[src/tpwm_map.vh]
// Register map, field positions, reset values for the PWM timing unit
// Assumes a 32-bit AHB-Lite slave with word-aligned registers
`ifndef TPWM_MAP_VH
`define TPWM_MAP_VH
`define TPWM_OFS_HALF_PERIOD 8'h00
`define TPWM_OFS_DEAD_TIME 8'h04
`define TPWM_OFS_MIN_PULSE 8'h08
`define TPWM_OFS_SYNC_WIDTH 8'h0c
`define TPWM_OFS_DUTY_A 8'h10
`define TPWM_OFS_DUTY_B 8'h14
`define TPWM_OFS_DUTY_C 8'h18
`define TPWM_OFS_SEGMENT 8'h1c
`define TPWM_OFS_MODE 8'h20
`define TPWM_OFS_STATUS 8'h24
`define TPWM_MODE_DOUBLE_BIT 6
`define TPWM_STAT_HALF_BIT 3
`define TPWM_STAT_RUN_BIT 0
`define TPWM_SYNC_WIDTH_RST 8'h27
`define TPWM_SEG_RST 9'h000
`endif

[src/tpwm_timing_unit.v]
// Three-phase center-based PWM timing unit with AHB-Lite register slave
// Assumes a single 100 MHz clock equal to the instruction clock, hresetn
// asynchronous active low, one AHB master with word transfers only
`timescale 1ns/1ps
`include "tpwm_map.vh"

// ****************************************************************
// Dead-time pair generator for one phase
// ****************************************************************
module tpwm_phase (
  input wire hclk,
  input wire hresetn,
  input wire run,
  input wire raw_hi,
  input wire [10:0] dead_ticks,
  output reg out_hi,
  output reg out_lo
);
  reg prev_r;
  reg [10:0] dcnt_r;

  // Edge-delay counter: restarts on every raw edge, so a demand
  // pulse shorter than the gap never reaches either gate
  always @(posedge hclk or negedge hresetn) begin
    if (!hresetn) begin
      prev_r <= 1'b0;
      dcnt_r <= 11'h000;
      out_hi <= 1'b0;
      out_lo <= 1'b0;
    end else if (!run) begin
      prev_r <= 1'b0;
      dcnt_r <= 11'h000;
      out_hi <= 1'b0;
      out_lo <= 1'b0;
    end else begin
      prev_r <= raw_hi;
      if (raw_hi != prev_r) begin
        out_hi <= 1'b0;
        out_lo <= 1'b0;
        dcnt_r <= dead_ticks;
        // zero gap turns on at once
        if (dead_ticks == 11'h000) begin
          out_hi <= raw_hi;
          out_lo <= ~raw_hi;
        end
      end else if (dcnt_r > 11'h001) begin
        dcnt_r <= dcnt_r - 11'h001;
      end else begin
        dcnt_r <= 11'h000;
        out_hi <= raw_hi;
        out_lo <= ~raw_hi;
      end
    end
  end
endmodule // tpwm_phase

// ****************************************************************
// Duty comparator: raw high-side demand for one phase
// ****************************************************************
module tpwm_cmp #(
  parameter W = 16
) (
  input wire run,
  input wire [W-1:0] cnt,
  input wire [W-1:0] duty,
  input wire [W-1:0] half,
  output wire raw_hi
);
  wire [W:0] sum;

  // Widened sum so a long duty cannot wrap past zero
  assign sum = {1'b0, cnt} + {1'b0, duty};
  // Zero duty keeps the high side off for the whole period
  assign raw_hi = run && (sum >= {1'b0, half}) && (duty != {W{1'b0}});
endmodule // tpwm_cmp

// ****************************************************************
// Top: registers, period counter, sync pulse, three phases
// ****************************************************************
module tpwm_timing_unit (
  input wire hclk,
  input wire hresetn,
  input wire hsel,
  input wire [31:0] haddr,
  input wire [1:0] htrans,
  input wire hwrite,
  input wire [2:0] hsize,
  input wire [31:0] hwdata,
  input wire hready,
  output reg [31:0] hrdata,
  output wire hreadyout,
  output wire hresp,
  output wire phase_a_high_out,
  output wire phase_a_low_out,
  output wire phase_b_high_out,
  output wire phase_b_low_out,
  output wire phase_c_high_out,
  output wire phase_c_low_out,
  output reg period_sync_pulse,
  output reg sync_irq,
  output reg [8:0] segment_active
);
  // Shadow registers written by software
  reg [15:0] half_period_count_r;
  reg [9:0] dead_time_count_r;
  reg [15:0] min_pulse_count_r;
  reg [7:0] sync_width_count_r;
  reg [15:0] duty_phase_a_r;
  reg [15:0] duty_phase_b_r;
  reg [15:0] duty_phase_c_r;
  reg [8:0] output_segment_control_r;
  reg [7:0] mode_control_r;
  reg [3:0] written_r;
  // Active copies
  reg [15:0] act_half_r;
  reg [9:0] act_dead_r;
  reg [15:0] act_minp_r;
  reg [7:0] act_sync_r;
  reg [15:0] act_da_r;
  reg [15:0] act_db_r;
  reg [15:0] act_dc_r;
  // Timing state
  reg run_r;
  reg down_r;
  reg second_half_r;
  reg [15:0] cnt_r;
  reg [8:0] sync_cnt_r;
  // Bus pipeline
  reg wr_pend_r;
  reg [7:0] wr_addr_r;
  wire addr_ok;
  wire [7:0] a8;
  wire latch;
  wire mid;
  wire start;
  wire dbl;
  wire [10:0] dead_ticks;
  wire [15:0] w16;
  wire sync_done;
  reg [31:0] status_word;

  assign hreadyout = 1'b1;
  assign hresp = 1'b0;
  assign a8 = haddr[7:0];
  assign addr_ok = hsel && htrans[1] && hready;
  assign w16 = hwdata[15:0];
  assign dbl = mode_control_r[`TPWM_MODE_DOUBLE_BIT];
  assign dead_ticks = {act_dead_r, 1'b0};
  // Pulse ends once the count reaches the latched width
  assign sync_done = (sync_cnt_r == {1'b0, act_sync_r});

  // Address phase capture for writes; the store lands at the end of
  // the data phase, so a read must not overlap a write's data phase
  always @(posedge hclk or negedge hresetn) begin
    if (!hresetn) begin
      wr_pend_r <= 1'b0;
      wr_addr_r <= 8'h00;
    end else begin
      wr_pend_r <= addr_ok && hwrite;
      wr_addr_r <= a8;
    end
  end

  // Mode bit acts at once; timing values wait for a latch or mid edge
  // data-phase writes into shadows
  always @(posedge hclk or negedge hresetn) begin
    if (!hresetn) begin
      half_period_count_r <= 16'h0000;
      dead_time_count_r <= 10'h000;
      min_pulse_count_r <= 16'h0000;
      sync_width_count_r <= `TPWM_SYNC_WIDTH_RST;
      duty_phase_a_r <= 16'h0000;
      duty_phase_b_r <= 16'h0000;
      duty_phase_c_r <= 16'h0000;
      output_segment_control_r <= `TPWM_SEG_RST;
      mode_control_r <= 8'h00;
      written_r <= 4'h0;
    end else if (wr_pend_r) begin
      case (wr_addr_r)
        `TPWM_OFS_HALF_PERIOD: begin
          half_period_count_r <= w16;
          written_r[0] <= 1'b1;
        end
        `TPWM_OFS_DEAD_TIME: dead_time_count_r <= hwdata[9:0];
        `TPWM_OFS_MIN_PULSE: min_pulse_count_r <= w16;
        `TPWM_OFS_SYNC_WIDTH: sync_width_count_r <= hwdata[7:0];
        `TPWM_OFS_DUTY_A: begin
          duty_phase_a_r <= w16;
          written_r[1] <= 1'b1;
        end
        `TPWM_OFS_DUTY_B: begin
          duty_phase_b_r <= w16;
          written_r[2] <= 1'b1;
        end
        `TPWM_OFS_DUTY_C: begin
          duty_phase_c_r <= w16;
          written_r[3] <= 1'b1;
        end
        `TPWM_OFS_SEGMENT: output_segment_control_r <= hwdata[8:0];
        `TPWM_OFS_MODE: mode_control_r <= hwdata[7:0];
        default: written_r <= written_r;
      endcase
    end
  end

  // Status word assembled from its field positions
  always @* begin
    status_word = 32'h00000000;
    status_word[`TPWM_STAT_HALF_BIT] = second_half_r;
    status_word[`TPWM_STAT_RUN_BIT] = run_r;
  end

  // Read data registered in the data phase
  always @(posedge hclk or negedge hresetn) begin
    if (!hresetn) begin
      hrdata <= 32'h00000000;
    end else if (addr_ok && !hwrite) begin
      case (a8)
        `TPWM_OFS_HALF_PERIOD: hrdata <= {16'h0000, half_period_count_r};
        `TPWM_OFS_DEAD_TIME: hrdata <= {22'h000000, dead_time_count_r};
        `TPWM_OFS_MIN_PULSE: hrdata <= {16'h0000, min_pulse_count_r};
        `TPWM_OFS_SYNC_WIDTH: hrdata <= {24'h000000, sync_width_count_r};
        `TPWM_OFS_DUTY_A: hrdata <= {16'h0000, duty_phase_a_r};
        `TPWM_OFS_DUTY_B: hrdata <= {16'h0000, duty_phase_b_r};
        `TPWM_OFS_DUTY_C: hrdata <= {16'h0000, duty_phase_c_r};
        `TPWM_OFS_SEGMENT: hrdata <= {23'h000000, output_segment_control_r};
        `TPWM_OFS_MODE: hrdata <= {24'h000000, mode_control_r};
        `TPWM_OFS_STATUS: hrdata <= status_word;
        default: hrdata <= 32'h00000000;
      endcase
    end
  end

  assign start = !run_r && (written_r == 4'hf);
  // Latch on the last down tick so a new period opens with fresh
  // active values and no idle cycle between periods
  // latch at period start
  assign latch = start || (run_r && down_r && cnt_r <= 16'h0001);
  assign mid = run_r && !down_r && (cnt_r + 16'h0001 >= act_half_r) && dbl;

  // Counter holds at zero until the first latch opens a period
  // up then down period counter, one tick per hclk
  always @(posedge hclk or negedge hresetn) begin
    if (!hresetn) begin
      run_r <= 1'b0;
      down_r <= 1'b0;
      second_half_r <= 1'b0;
      cnt_r <= 16'h0000;
    end else if (latch) begin
      run_r <= 1'b1;
      down_r <= 1'b0;
      second_half_r <= 1'b0;
      cnt_r <= 16'h0000;
    end else if (run_r && !down_r) begin
      if (cnt_r + 16'h0001 >= act_half_r) begin
        down_r <= 1'b1;
        second_half_r <= 1'b1;
        // second half runs on the midpoint-latched length
        if (dbl) begin
          cnt_r <= half_period_count_r;
        end else begin
          cnt_r <= act_half_r;
        end
      end else begin
        cnt_r <= cnt_r + 16'h0001;
      end
    end else if (run_r) begin
      cnt_r <= cnt_r - 16'h0001;
    end
  end

  // shadow copy incl. segment on sync edge
  always @(posedge hclk or negedge hresetn) begin
    if (!hresetn) begin
      act_half_r <= 16'h0000;
      act_dead_r <= 10'h000;
      act_minp_r <= 16'h0000;
      act_sync_r <= `TPWM_SYNC_WIDTH_RST;
      act_da_r <= 16'h0000;
      act_db_r <= 16'h0000;
      act_dc_r <= 16'h0000;
      segment_active <= `TPWM_SEG_RST;
    end else if (latch || mid) begin
      act_half_r <= half_period_count_r;
      act_dead_r <= dead_time_count_r;
      act_minp_r <= min_pulse_count_r;
      act_sync_r <= sync_width_count_r;
      act_da_r <= duty_phase_a_r;
      act_db_r <= duty_phase_b_r;
      act_dc_r <= duty_phase_c_r;
      segment_active <= output_segment_control_r;
    end
  end

  // sync high for width plus one ticks; rate via latch/mid
  always @(posedge hclk or negedge hresetn) begin
    if (!hresetn) begin
      sync_cnt_r <= 9'h000;
      period_sync_pulse <= 1'b0;
      sync_irq <= 1'b0;
    end else begin
      sync_irq <= latch || mid;
      if (latch || mid) begin
        sync_cnt_r <= 9'h000;
        period_sync_pulse <= 1'b1;
      end else if (period_sync_pulse && !sync_done) begin
        sync_cnt_r <= sync_cnt_r + 9'h001;
      end else begin
        period_sync_pulse <= 1'b0;
      end
    end
  end

  // Center-based comparison: high when count at or above half minus duty
  wire raw_a;
  wire raw_b;
  wire raw_c;
  // one duty comparator per phase pair
  tpwm_cmp #(.W(16)) u_ca (.run(run_r), .cnt(cnt_r), .duty(act_da_r),
    .half(act_half_r), .raw_hi(raw_a));
  tpwm_cmp #(.W(16)) u_cb (.run(run_r), .cnt(cnt_r), .duty(act_db_r),
    .half(act_half_r), .raw_hi(raw_b));
  tpwm_cmp #(.W(16)) u_cc (.run(run_r), .cnt(cnt_r), .duty(act_dc_r),
    .half(act_half_r), .raw_hi(raw_c));

  tpwm_phase u_pa (.hclk(hclk), .hresetn(hresetn), .run(run_r),
    .raw_hi(raw_a), .dead_ticks(dead_ticks),
    .out_hi(phase_a_high_out), .out_lo(phase_a_low_out));
  tpwm_phase u_pb (.hclk(hclk), .hresetn(hresetn), .run(run_r),
    .raw_hi(raw_b), .dead_ticks(dead_ticks),
    .out_hi(phase_b_high_out), .out_lo(phase_b_low_out));
  tpwm_phase u_pc (.hclk(hclk), .hresetn(hresetn), .run(run_r),
    .raw_hi(raw_c), .dead_ticks(dead_ticks),
    .out_hi(phase_c_high_out), .out_lo(phase_c_low_out));
endmodule // tpwm_timing_unit

[config.mk]
export PLATFORM = sky130hd
export DESIGN_NAME = tpwm_timing_unit
export DESIGN_NICKNAME = d
export VERILOG_FILES = /design/src/tpwm_timing_unit.v
export VERILOG_INCLUDE_DIRS = /design/src
export SDC_FILE = /design/constraint.sdc
export NUM_CORES = 1
export LEC_CHECK = 0
export BUFFER_PORTS_ARGS = -buffer_cell sky130_fd_sc_hd__buf_4
export CAP_MARGIN = 0
export CORE_MARGIN = 10
export CORE_UTILIZATION = 65
export DETAILED_ROUTE_END_ITERATION = 10
export PLACE_DENSITY = 0.86
export SYNTH_ARGS = -nofsm -noshare
export SYNTH_HDL_FRONTEND = slang
export SYNTH_SLANG_ARGS = --single-unit
export TNS_END_PERCENT = 20
[constraint.sdc]
create_clock -name hclk -period 9 [get_ports hclk]
set_clock_uncertainty 0.2 [all_clocks]
set_input_delay 0.9 -clock hclk [delete_from_list [all_inputs] [get_ports hclk]]
set_output_delay 0.9 -clock hclk [all_outputs]
set_load 0.02 [all_outputs]
# [Word-level counts from Yosys, hierarchy flattened]
# Index checks and enable logic that the tools add are counted.
[word_totals] ff_bits=322 input_bits=74 output_inout_bits=51 wordCells=179
[op_classes] add_sub_neg=9 order_cmp=8 n_eq_ne=26 muxes=49 bitwise_logic=3 n_reduce_logical=43
[ops] op="case mux 16 bit (10 select lines)" n=1
[ops] op="two-way mux 11 bit" n=9
[ops] op="two-way mux 16 bit" n=5
[ops] op="equality test 8 x 5 -> 1 bit, second input constant" n=8
[ops] op="adder 16 x 16 -> 17 bit" n=3
[ops] op="greater-or-equal comparator 17 x 16 -> 1 bit" n=3
[ops] op="nonzero test 16 bit" n=3
[ops] op="> comparator 11 x 1 -> 1 bit, second input constant" n=3
[ops] op="subtractor 11 x 1 -> 11 bit, second input constant" n=3
[ops] op="equality test 8 x 4 -> 1 bit, second input constant" n=4
[ops] op="two-way mux 1 bit" n=32
[ops] op="equality test 8 x 6 -> 1 bit, second input constant" n=3
[ops] op="AND reduction 2 bit" n=10
[ops] op="two-way mux 9 bit" n=2
[ops] op="logical AND 1 bit" n=17
[ops] op="adder 16 x 1 -> 16 bit, second input constant" n=1
[ops] op="equality test 8 x 3 -> 1 bit, second input constant" n=2
[ops] op="greater-or-equal comparator 16 bit" n=1
[ops] op="less-or-equal comparator 16 x 1 -> 1 bit, second input constant" n=1
[ops] op="zero test 8 bit" n=2
[ops] op="subtractor 16 x 1 -> 16 bit, second input constant" n=1
[ops] op="zero test 11 bit" n=1
[ops] op="adder 9 x 1 -> 9 bit, second input constant" n=1
[ops] op="equality test 9 x 8 -> 1 bit" n=1
[ops] op="9 further kinds" n=21

# [Longest topological paths before layout]
# Gate-level depths: netlist of the first run.
[logic_depth] depth_word=8 depth_mapped=21 mapped_depth_nobuf=20

# [Hierarchy]
# A second synthesis of the first run with hierarchy kept.
[unflattened] cells_unflattened=1748 hier_area_um2=18704.2
[modules_own_cells] module="tpwm_timing_unit" instances=1 cells_per_inst=980 area_each_um2=12532.0 seq_area_each_um2=6616.3
[modules_own_cells] module="tpwm_cmp (u_ca ...)" instances=2 cells_per_inst=172 area_each_um2=1238.7 seq_area_each_um2=0.0
[modules_own_cells] module="tpwm_phase" instances=3 cells_per_inst=83 area_each_um2=794.5 seq_area_each_um2=350.3
[modules_own_cells] module="tpwm_cmp (u_cb)" instances=1 cells_per_inst=175 area_each_um2=1311.3 seq_area_each_um2=0.0

# [Worst setup path before layout of the first run]
# No wires, ideal clock.
[synth_path] kind="register to register" start="register cnt_r[0]" end="register u_pa.dcnt_r[6]" setup_time_ns=0.078 t_arrival_ns=4.254 required_time_ns=8.722 setup_slack_ns=4.468 stages_incl_launch_ff=21 path_buffers=1 period_less_slack_ns=4.532 cell_sequence="dfrtp_1 > ha_1 > inv_1 > fa_1 > nor2b_1 > o21a_1 > o21ai_0 > a2111o_1 > nand2_1 > a21o_1 > a21oi_1 > xnor2_1 > ha_1 > a21o_1 > a211oi_1 > o221a_2 > o21ai_0 > o211a_1 > buf_2 > or4_1 > a21oi_1"
[synth_between] elab_chain_len=7
[synth_lines] item="start, declared" line_no="tpwm_timing_unit.v:126" source="reg [15:0] cnt_r;"
[synth_lines] item="start signal, assigned" line_no="tpwm_timing_unit.v:260" source="cnt_r <= half_period_count_r;"
[synth_lines] item="start signal, assigned" line_no="tpwm_timing_unit.v:262" source="cnt_r <= act_half_r;"
[synth_lines] item="start signal, assigned" line_no="tpwm_timing_unit.v:265" source="cnt_r <= cnt_r + 16'h0001;"
[synth_lines] item="adder 16 x 16 -> 17 bit" line_no="tpwm_timing_unit.v:72" source="assign sum = {1'b0, cnt} + {1'b0, duty};"
[synth_lines] item="greater-or-equal comparator 17 x 16 -> 1 bit" line_no="tpwm_timing_unit.v:74" source="assign raw_hi = run && (sum >= {1'b0, half}) && (duty != {W{1'b0}});"
[synth_lines] item="logical AND 1 bit (2 in series)" line_no="tpwm_timing_unit.v:74"
[synth_lines] item="inequality test 1 bit" line_no="tpwm_timing_unit.v:37" source="if (raw_hi != prev_r) begin"
[synth_lines] item="two-way mux 11 bit" line_no="tpwm_timing_unit.v:37"
[synth_lines] item="two-way mux 11 bit" line_no="tpwm_timing_unit.v:30" source="end else if (!run) begin"
[synth_lines] item="end signal, assigned" line_no="tpwm_timing_unit.v:40" source="dcnt_r <= dead_ticks;"
[synth_lines] item="end signal, assigned" line_no="tpwm_timing_unit.v:47" source="dcnt_r <= dcnt_r - 11'h001;"
[synth_lines] item="end, declared" line_no="tpwm_timing_unit.v:20" source="reg [10:0] dcnt_r;"
# No other way between the ends.
# A chain may end at the register's enable or synchronous reset.

# [Worst setup path in the final report of the first run]
[layout_path] start="register cnt_r[0]" end="register u_pa.dcnt_r[8]"
# Same word-level chain as after synthesis.

==> results.cfg, run 1 <==
[status]
outcome = completed

[global_route]
grt_overflow_total = 0
grt_use_met2 = 0.489
grt_pass1_wl_mm = 79.8
first_global_vias = 14600
global_route.usage.met1 = 0.369
busiest_layer = met2
pin_count_of_the_biggest_net_entering_global_routing = 89
total_global_route_track_usage = 0.294
initial_antenna_violation_count = 1
met3_usage = 0.0496

[power_and_ir_drop]
power_leakage_nw = 9.50
power.switching_mw = 0.645
cellInternalPower_mw = 2.26
clock_group_share_of_total_power = 0.482
power.share.sequential = 0.488
p_comb_frac = 0.030
netSwitchingFraction = 0.222
power_density_mw_per_mm2 = 149
ir_worst_vdd_uv = 196

[worst_hold_path]
worst_hold_path_type = in -> async

[synth]
synth.cell_area_mm2 = 0.0178
ys_types = 77
synth_top_area_cell = sky130_fd_sc_hd__dfrtp_1
asyncSetResetFlopFracSynth = 1.00
yosysMostFrequentCell = sky130_fd_sc_hd__dfrtp_1
synth_sequential_area_ratio = 0.432
post-synth-top-area-fraction = 0.420
synth.top_cells.by_count = sky130_fd_sc_hd__dfrtp_1, sky130_fd_sc_hd__mux2_2, sky130_fd_sc_hd__ha_1
synth_area_per_cell_um2 = 10.7
yosys_warnings = 0
ys.flop_type = sky130_fd_sc_hd__dfrtp_1
synth.area.top_cells = sky130_fd_sc_hd__dfrtp_1, sky130_fd_sc_hd__mux2_2, sky130_fd_sc_hd__ha_1
synth_seq_cells = 306
synthCells = 1662
synth_edf_count = 0

[timing]
min_period_over_period = 0.651
report.final.setup_viol = 0
slew_violations = 0
finalHoldViolCount = 0
max_clock_freq_ghz = 0.171
slew-limit-headroom = 0.112
worst_slew_pin_slew_ns = 1.32
fin_setup_tns_ns = 0
final_period_minus_worst_setup_slack_ns = 5.86
rsz_0062_raised_after_global_routing = no
fin_ws_ns = 3.14

[clock_network]
tritoncts = done
numCtsBuffers = 31
cts_num_sinks = 306
worst_setup_hold_path_clk_slew_ns = 0.07
cts_root_buf = sky130_fd_sc_hd__clkbuf_16
cts_hold_repair.buffers = 0
h_tree_level_count = 1
clk_buf_depth = 3
post_cts_resize_count = 0
clk_latency_ns = 0.58
post_cts_buffers = 0

[critical_path]
slowest_delay_ns = 1.16
cp_top_family = compound AO/OA/AOI/OAI gates
arrival_ns = 6.14
worst_path_cell_chain = ha_1 -> inv_1 -> fa_1 -> nor2b_1 -> o21a_1 -> o21ai_0 -> a2111o_1 -> nand2_1 -> a21o_1 -> a21oi_1 -> xnor2_1 -> ha_1 -> a21o_1 -> a211oi_1 -> o221a_2 -> o21ai_0 -> a211oi_1 -> nor2_2 -> mux2i_1
timing.critical_path.slowest_stage_cell = sky130_fd_sc_hd__a211oi_1
crit-reg2reg-launch = cnt_r[0]
logic_depth_of_the_worst_register_to_register_path = 19
critical_path_required_ns = 9.29
crit_buf_inv = 1
endpoint_kind = flop
crit-reg2reg-capture = u_pa.dcnt_r[8]
start_kind = flop
rrSetupSlack_ns = 3.14
crit_path_max_fanout = 12
crit_type = reg -> reg

[place]
io_buffer_count = 62
detailed_place.area_mm2 = 0.0185
hpwl_mm = 35.2
routabilityCongestion = 0.947
pre_cts_ws_ns = 3.35

[floorplanning]
placement_rows = 60
effective_utilization_at_floorplan = 0.659
dieWidth_um = 185
die_height_um = 185
fp.dieArea_mm2 = 0.0343
core-area_mm2 = 0.0270
boundaryPins = 125

[layout]
flow.area_growth_from_synthesis_pct = 10.1
design_area_mm2 = 0.0196
final-seq-area_mm2 = 0.00767
filler_cell_count = 1706
insertedDiodeCount = 0
multi_input_comb_area_mm2 = 0.00956
design.final.nets = 1907
layout-drive-gt1-share = 0.209

[drt]
via_per_inst = 6.98
antenna_violating_nets_remaining = 0
routed_wire_length_per_instance_um = 24.6
totalWireLength_mm = 51.1
drc_errors = 0
number_of_vias_after_detailed_routing = 14500
dr.pass1.iters = 9
detailedRoute.firstIterationViolations = 1684

[run]
max_cap_viols = 0
## layer usage
metal	vias to the layer above	routed length (um)	part of all wire
met1	7222	19800	0.39
met4	2	2260	0.044
li1	6217	-	-
met5	-	13	0.00025
met2	846	24400	0.48
met3	197	4650	0.091
## power by group through the flow
stage	Clock (mW)	Combinational [mW]	Sequential, mW
2_1_floorplan	0	0.0382	1.43
3_3_place_gp	0	0.0806	1.44
3_5_place_dp	0	0.0838	1.44
4_1_cts	1.40	0.0859	1.42
5_1_grt	1.45	0.0941	1.42
6_report	1.40	0.0858	1.42
## worst reg2reg max path, stage by stage (launching register included)
cell and delay, ns:
sky130_fd_sc_hd__dfrtp_1 0.58, sky130_fd_sc_hd__ha_1 0.26, sky130_fd_sc_hd__inv_1 0.07, sky130_fd_sc_hd__fa_1 0.41, sky130_fd_sc_hd__nor2b_1 0.14, sky130_fd_sc_hd__o21a_1 0.14
sky130_fd_sc_hd__o21ai_0 0.15, sky130_fd_sc_hd__a2111o_1 0.50, sky130_fd_sc_hd__nand2_1 0.11, sky130_fd_sc_hd__a21o_1 0.13, sky130_fd_sc_hd__a21oi_1 0.07, sky130_fd_sc_hd__xnor2_1 0.14
sky130_fd_sc_hd__ha_1 0.29, sky130_fd_sc_hd__a21o_1 0.16, sky130_fd_sc_hd__a211oi_1 0.24, sky130_fd_sc_hd__o221a_2 0.23, sky130_fd_sc_hd__o21ai_0 0.24, sky130_fd_sc_hd__a211oi_1 1.16
sky130_fd_sc_hd__nor2_2 0.27, sky130_fd_sc_hd__mux2i_1 0.27
## how the worst max path moves through the flow
stage          startpoint        endpoint  slack, ns  depth (start not counted)
2_1_floorplan    cnt_r[0]  u_pa.dcnt_r[6]       4.47                         20
3_3_place_gp     cnt_r[0]  u_pa.dcnt_r[7]       3.51                         19
3_5_place_dp     cnt_r[0]  u_pa.dcnt_r[8]       3.35                         19
4_1_cts          cnt_r[0]  u_pa.dcnt_r[8]       3.28                         19
5_1_grt          cnt_r[0]  u_pa.dcnt_r[1]       2.90                         19
6_report         cnt_r[0]  u_pa.dcnt_r[8]       3.14                         19
## cell families after synthesis
group / Yosys count / share of synthesized area
muxes: 232 / 0.145
DFF: 306 / 0.432
other: 2 / 0.000423
xor gates and xnor gates: 95 / 0.0468
AOI/OAI and AO/OA: 336 / 0.125
buffers and inverters: 137 / 0.0344
and+or+nand+nor: 429 / 0.127
adders and majority gates: 125 / 0.0893
## final cells by class
class,instances,area share
well taps,341,0.0218
repair buffers,76,0.0296
multi-input cells,1235,0.489
clock buffers,46,0.0456
inverters,58,0.0111
clock inverters,12,0.0111
flip-flops and latches,306,0.392
## registers in the layout, indices dropped and copies added, names as in the netlist, 10 cells and up
signal,cells
min_pulse_count_r,16
duty_phase_a_r,16
half_period_count_r,16
duty_phase_b_r,16
cnt_r,16
u_pb.dcnt_r,11
hrdata,16
act_dead_r,10
duty_phase_c_r,16
act_dc_r,16
act_db_r,16
act_half_r,16
dead_time_count_r,10
u_pc.dcnt_r,11
act_da_r,16
u_pa.dcnt_r,11
## per-stage QoR
stage	utilization	power, mW	hold WS, ns	std cells
floorplan	-	1.47	0.235	1678
global placement	0.685	1.52	0.252	2016
detailed placement	0.685	1.52	0.262	2016
CTS	0.726	2.90	0.141	2074
global route	0.726	2.97	0.175	2074
finish	0.726	2.91	0.112	2074
## cells in the final DEF, fill, tap and decap left out, drive strengths merged, types with 45 or more instances in the layout
master	instances
inv	59
xnor2	69
mux2	208
nand3	45
clkbuf	46
a21oi	75
ha	122
dfrtp	298
o21ai	85
nand2	82
nor2	99
buf	76
Power figures use the tool's default switching activity.
==> run 2: changes to the inputs <==
- CORE_UTILIZATION: 65 -> 61
- PLACE_DENSITY: 0.86 -> 0.81
- clock period: 9 -> 5.6 ns (I/O delays scaled with it)
==> run 2 against run 1 <==
- total power increased by 59%
- critical path depth grew 1
- final area increased by 1.4%
- sequential cell count is the same
- highest routed layer unchanged
- worst hold slack lost 0.047 ns
- setup slack got worse by 2.8 ns
- clock power is 57% higher
- sequential power up 61%
- non-clock buffer count is 21 higher
- die area rose by 5.8%
==> results.cfg, run 2 (same netlist as run 1, synthesis figures left out) <==
[global_route]
total_global_route_track_usage = 0.268
grt_overflow_total = 0
grt_pass1_wl_mm = 77.5
initial_antenna_violation_count = 2
pin_count_of_the_biggest_net_entering_global_routing = 160
first_global_vias = 14000

[critical_path]
endpoint_kind = flop
rrSetupSlack_ns = 0.31
crit_type = reg -> reg
crit-reg2reg-launch = cnt_r[1]
crit-reg2reg-capture = u_pb.dcnt_r[2]
arrival_ns = 5.58
logic_depth_of_the_worst_register_to_register_path = 20
crit_path_start = cnt_r[1]
critical_path_required_ns = 5.88
start_kind = flop
crit_path_max_fanout = 12

[power_and_ir_drop]
ir_worst_vdd_uv = 297
power_leakage_nw = 9.62
post-layout-total-power_mw = 4.62
power_density_mw_per_mm2 = 233

[floorplanning]
core-area_mm2 = 0.0287
boundaryPins = 125
die_height_um = 191
dieWidth_um = 191
effective_utilization_at_floorplan = 0.619
placement_rows = 62
fp.dieArea_mm2 = 0.0364

[clock_network]
worst_setup_hold_path_clk_slew_ns = 0.06
cts_num_sinks = 306
clk_buf_depth = 3
clk_latency_ns = 0.58
tritoncts = done
cts_root_buf = sky130_fd_sc_hd__clkbuf_16
post_cts_buffers = 0
h_tree_level_count = 1
numCtsBuffers = 31

[drt]
routed_wire_length_per_instance_um = 23.2
dr.pass1.iters = 8
totalWireLength_mm = 49.6
via_per_inst = 6.52
number_of_vias_after_detailed_routing = 13900
drc_errors = 0
detailedRoute.firstIterationViolations = 1515
antenna_violating_nets_remaining = 0

[timing]
finalHoldViolCount = 0
slew_violations = 0
fin_ws_ns = 0.305
final_period_minus_worst_setup_slack_ns = 5.29
slew-limit-headroom = 0.206
min_period_over_period = 0.946
fin_setup_tns_ns = 0
report.final.setup_viol = 0
max_clock_freq_ghz = 0.189
worst_slew_pin_slew_ns = 1.19
rsz_0062_raised_after_global_routing = no

[place]
placedCellCount = 2071
pre_cts_ws_ns = 0.192
routabilityCongestion = 0.970
io_buffer_count = 62
hpwl_mm = 35.0

[layout]
commonest_cells_after_routing_fill_and_taps_aside = sky130_fd_sc_hd__dfrtp_1, sky130_fd_sc_hd__mux2_2, sky130_fd_sc_hd__ha_1, sky130_fd_sc_hd__nor2_1, sky130_fd_sc_hd__buf_4
flow.area_growth_from_synthesis_pct = 11.6
layout.cells.most_common = sky130_fd_sc_hd__dfrtp_1
layout-drive-gt1-share = 0.221
design.final.nets = 1928
filler_cell_count = 2060
count_of_non_filler_cells_in_the_finished_layout = 2139

[status]
outcome = completed

[run]
max_cap_viols = 0

[worst_hold_path]
worst_hold_path_type = in -> reg
hold_path_end = half_period_count_r[10]
timing.hold.worst_path_depth = 2
worst_hold_startpoint = hwdata[10]
-- run 2: changes by cell type in the layout (fill, tap and decap cells not counted), sizes merged --
cell         delta
bufinv          -2
buf            +12
dlygate4sd3     +9
clkinv          +6
diode           +1
clkbuf          -4
-- run 2: final cells by class --
class	count	area, um2	share of cell area
multi-input cells	1235	9590	0.483
flip-flops and latches	306	7670	0.387
clock buffers	42	917	0.0463
repair buffers	97	771	0.0389
well taps	384	480	0.0242
inverters	58	218	0.0110
clock inverters	16	188	0.00946
diodes	1	2.50	0.000126
-- run 2: layer usage --
metal,wire (um),vias up,global-route usage
met2,23700,638,0.442
met4,1200,2,0.0818
li1,-,6246,-
met3,4300,97,0.0554
met1,20400,6966,0.348
met5,13,-,0
-- run 2: repair_timing --
item                                   4_1_cts  5_1_grt
hold buffers                                 9        0
setup endpoints to repair                    0       21
resized for setup                            0        5
endpoints found under the hold margin       92        0
-- run 2: power by group --
group / leakage [nW] / internal, mW / switching [mW] / total (mW)
Sequential: 4.04 / 2.25 / 0.0318 / 2.28
Clock: 0.552 / 1.29 / 0.905 / 2.20
Combinational: 5.03 / 0.0493 / 0.0943 / 0.144
-- run 2: how the worst max path moves through the flow --
stage | to | cells after the start
6_report | u_pb.dcnt_r[2] | 20
2_1_floorplan | u_pa.dcnt_r[6] | 20
3_3_place_gp | u_pa.dcnt_r[8] | 18
4_1_cts | u_pa.dcnt_r[3] | 18
5_1_grt | u_pb.dcnt_r[6] | 21
3_5_place_dp | u_pa.dcnt_r[3] | 18
-- run 2: stage by stage --
stage	util	hold WS, ns	area, um2
after floorplan	-	0.0644	17800
after CTS	0.690	0.0365	19800
after global routing	0.691	0.0620	19800
final	0.691	0.0651	19800
after global placement	0.648	0.252	18600
after detailed placement	0.648	0.259	18600
-- run 2: worst max-delay path, cell delays in order (launching register included) --
cell and delay (ns):
sky130_fd_sc_hd__dfrtp_1 0.47, sky130_fd_sc_hd__inv_1 0.20, sky130_fd_sc_hd__fa_1 0.27, sky130_fd_sc_hd__nor2b_1 0.09
sky130_fd_sc_hd__o2111a_1 0.27, sky130_fd_sc_hd__nor4_2 0.34, sky130_fd_sc_hd__nor2_1 0.16, sky130_fd_sc_hd__nand2_1 0.09
sky130_fd_sc_hd__nand2_1 0.05, sky130_fd_sc_hd__a211oi_1 0.27, sky130_fd_sc_hd__nor3_1 0.08, sky130_fd_sc_hd__ha_1 0.32
sky130_fd_sc_hd__and3_1 0.16, sky130_fd_sc_hd__nand3_1 0.15, sky130_fd_sc_hd__nor4_2 0.46, sky130_fd_sc_hd__a2111oi_2 0.14
sky130_fd_sc_hd__o22ai_1 0.46, sky130_fd_sc_hd__nor3_1 0.13, sky130_fd_sc_hd__buf_4 0.20, sky130_fd_sc_hd__or4_1 0.50
sky130_fd_sc_hd__a21oi_1 0.17
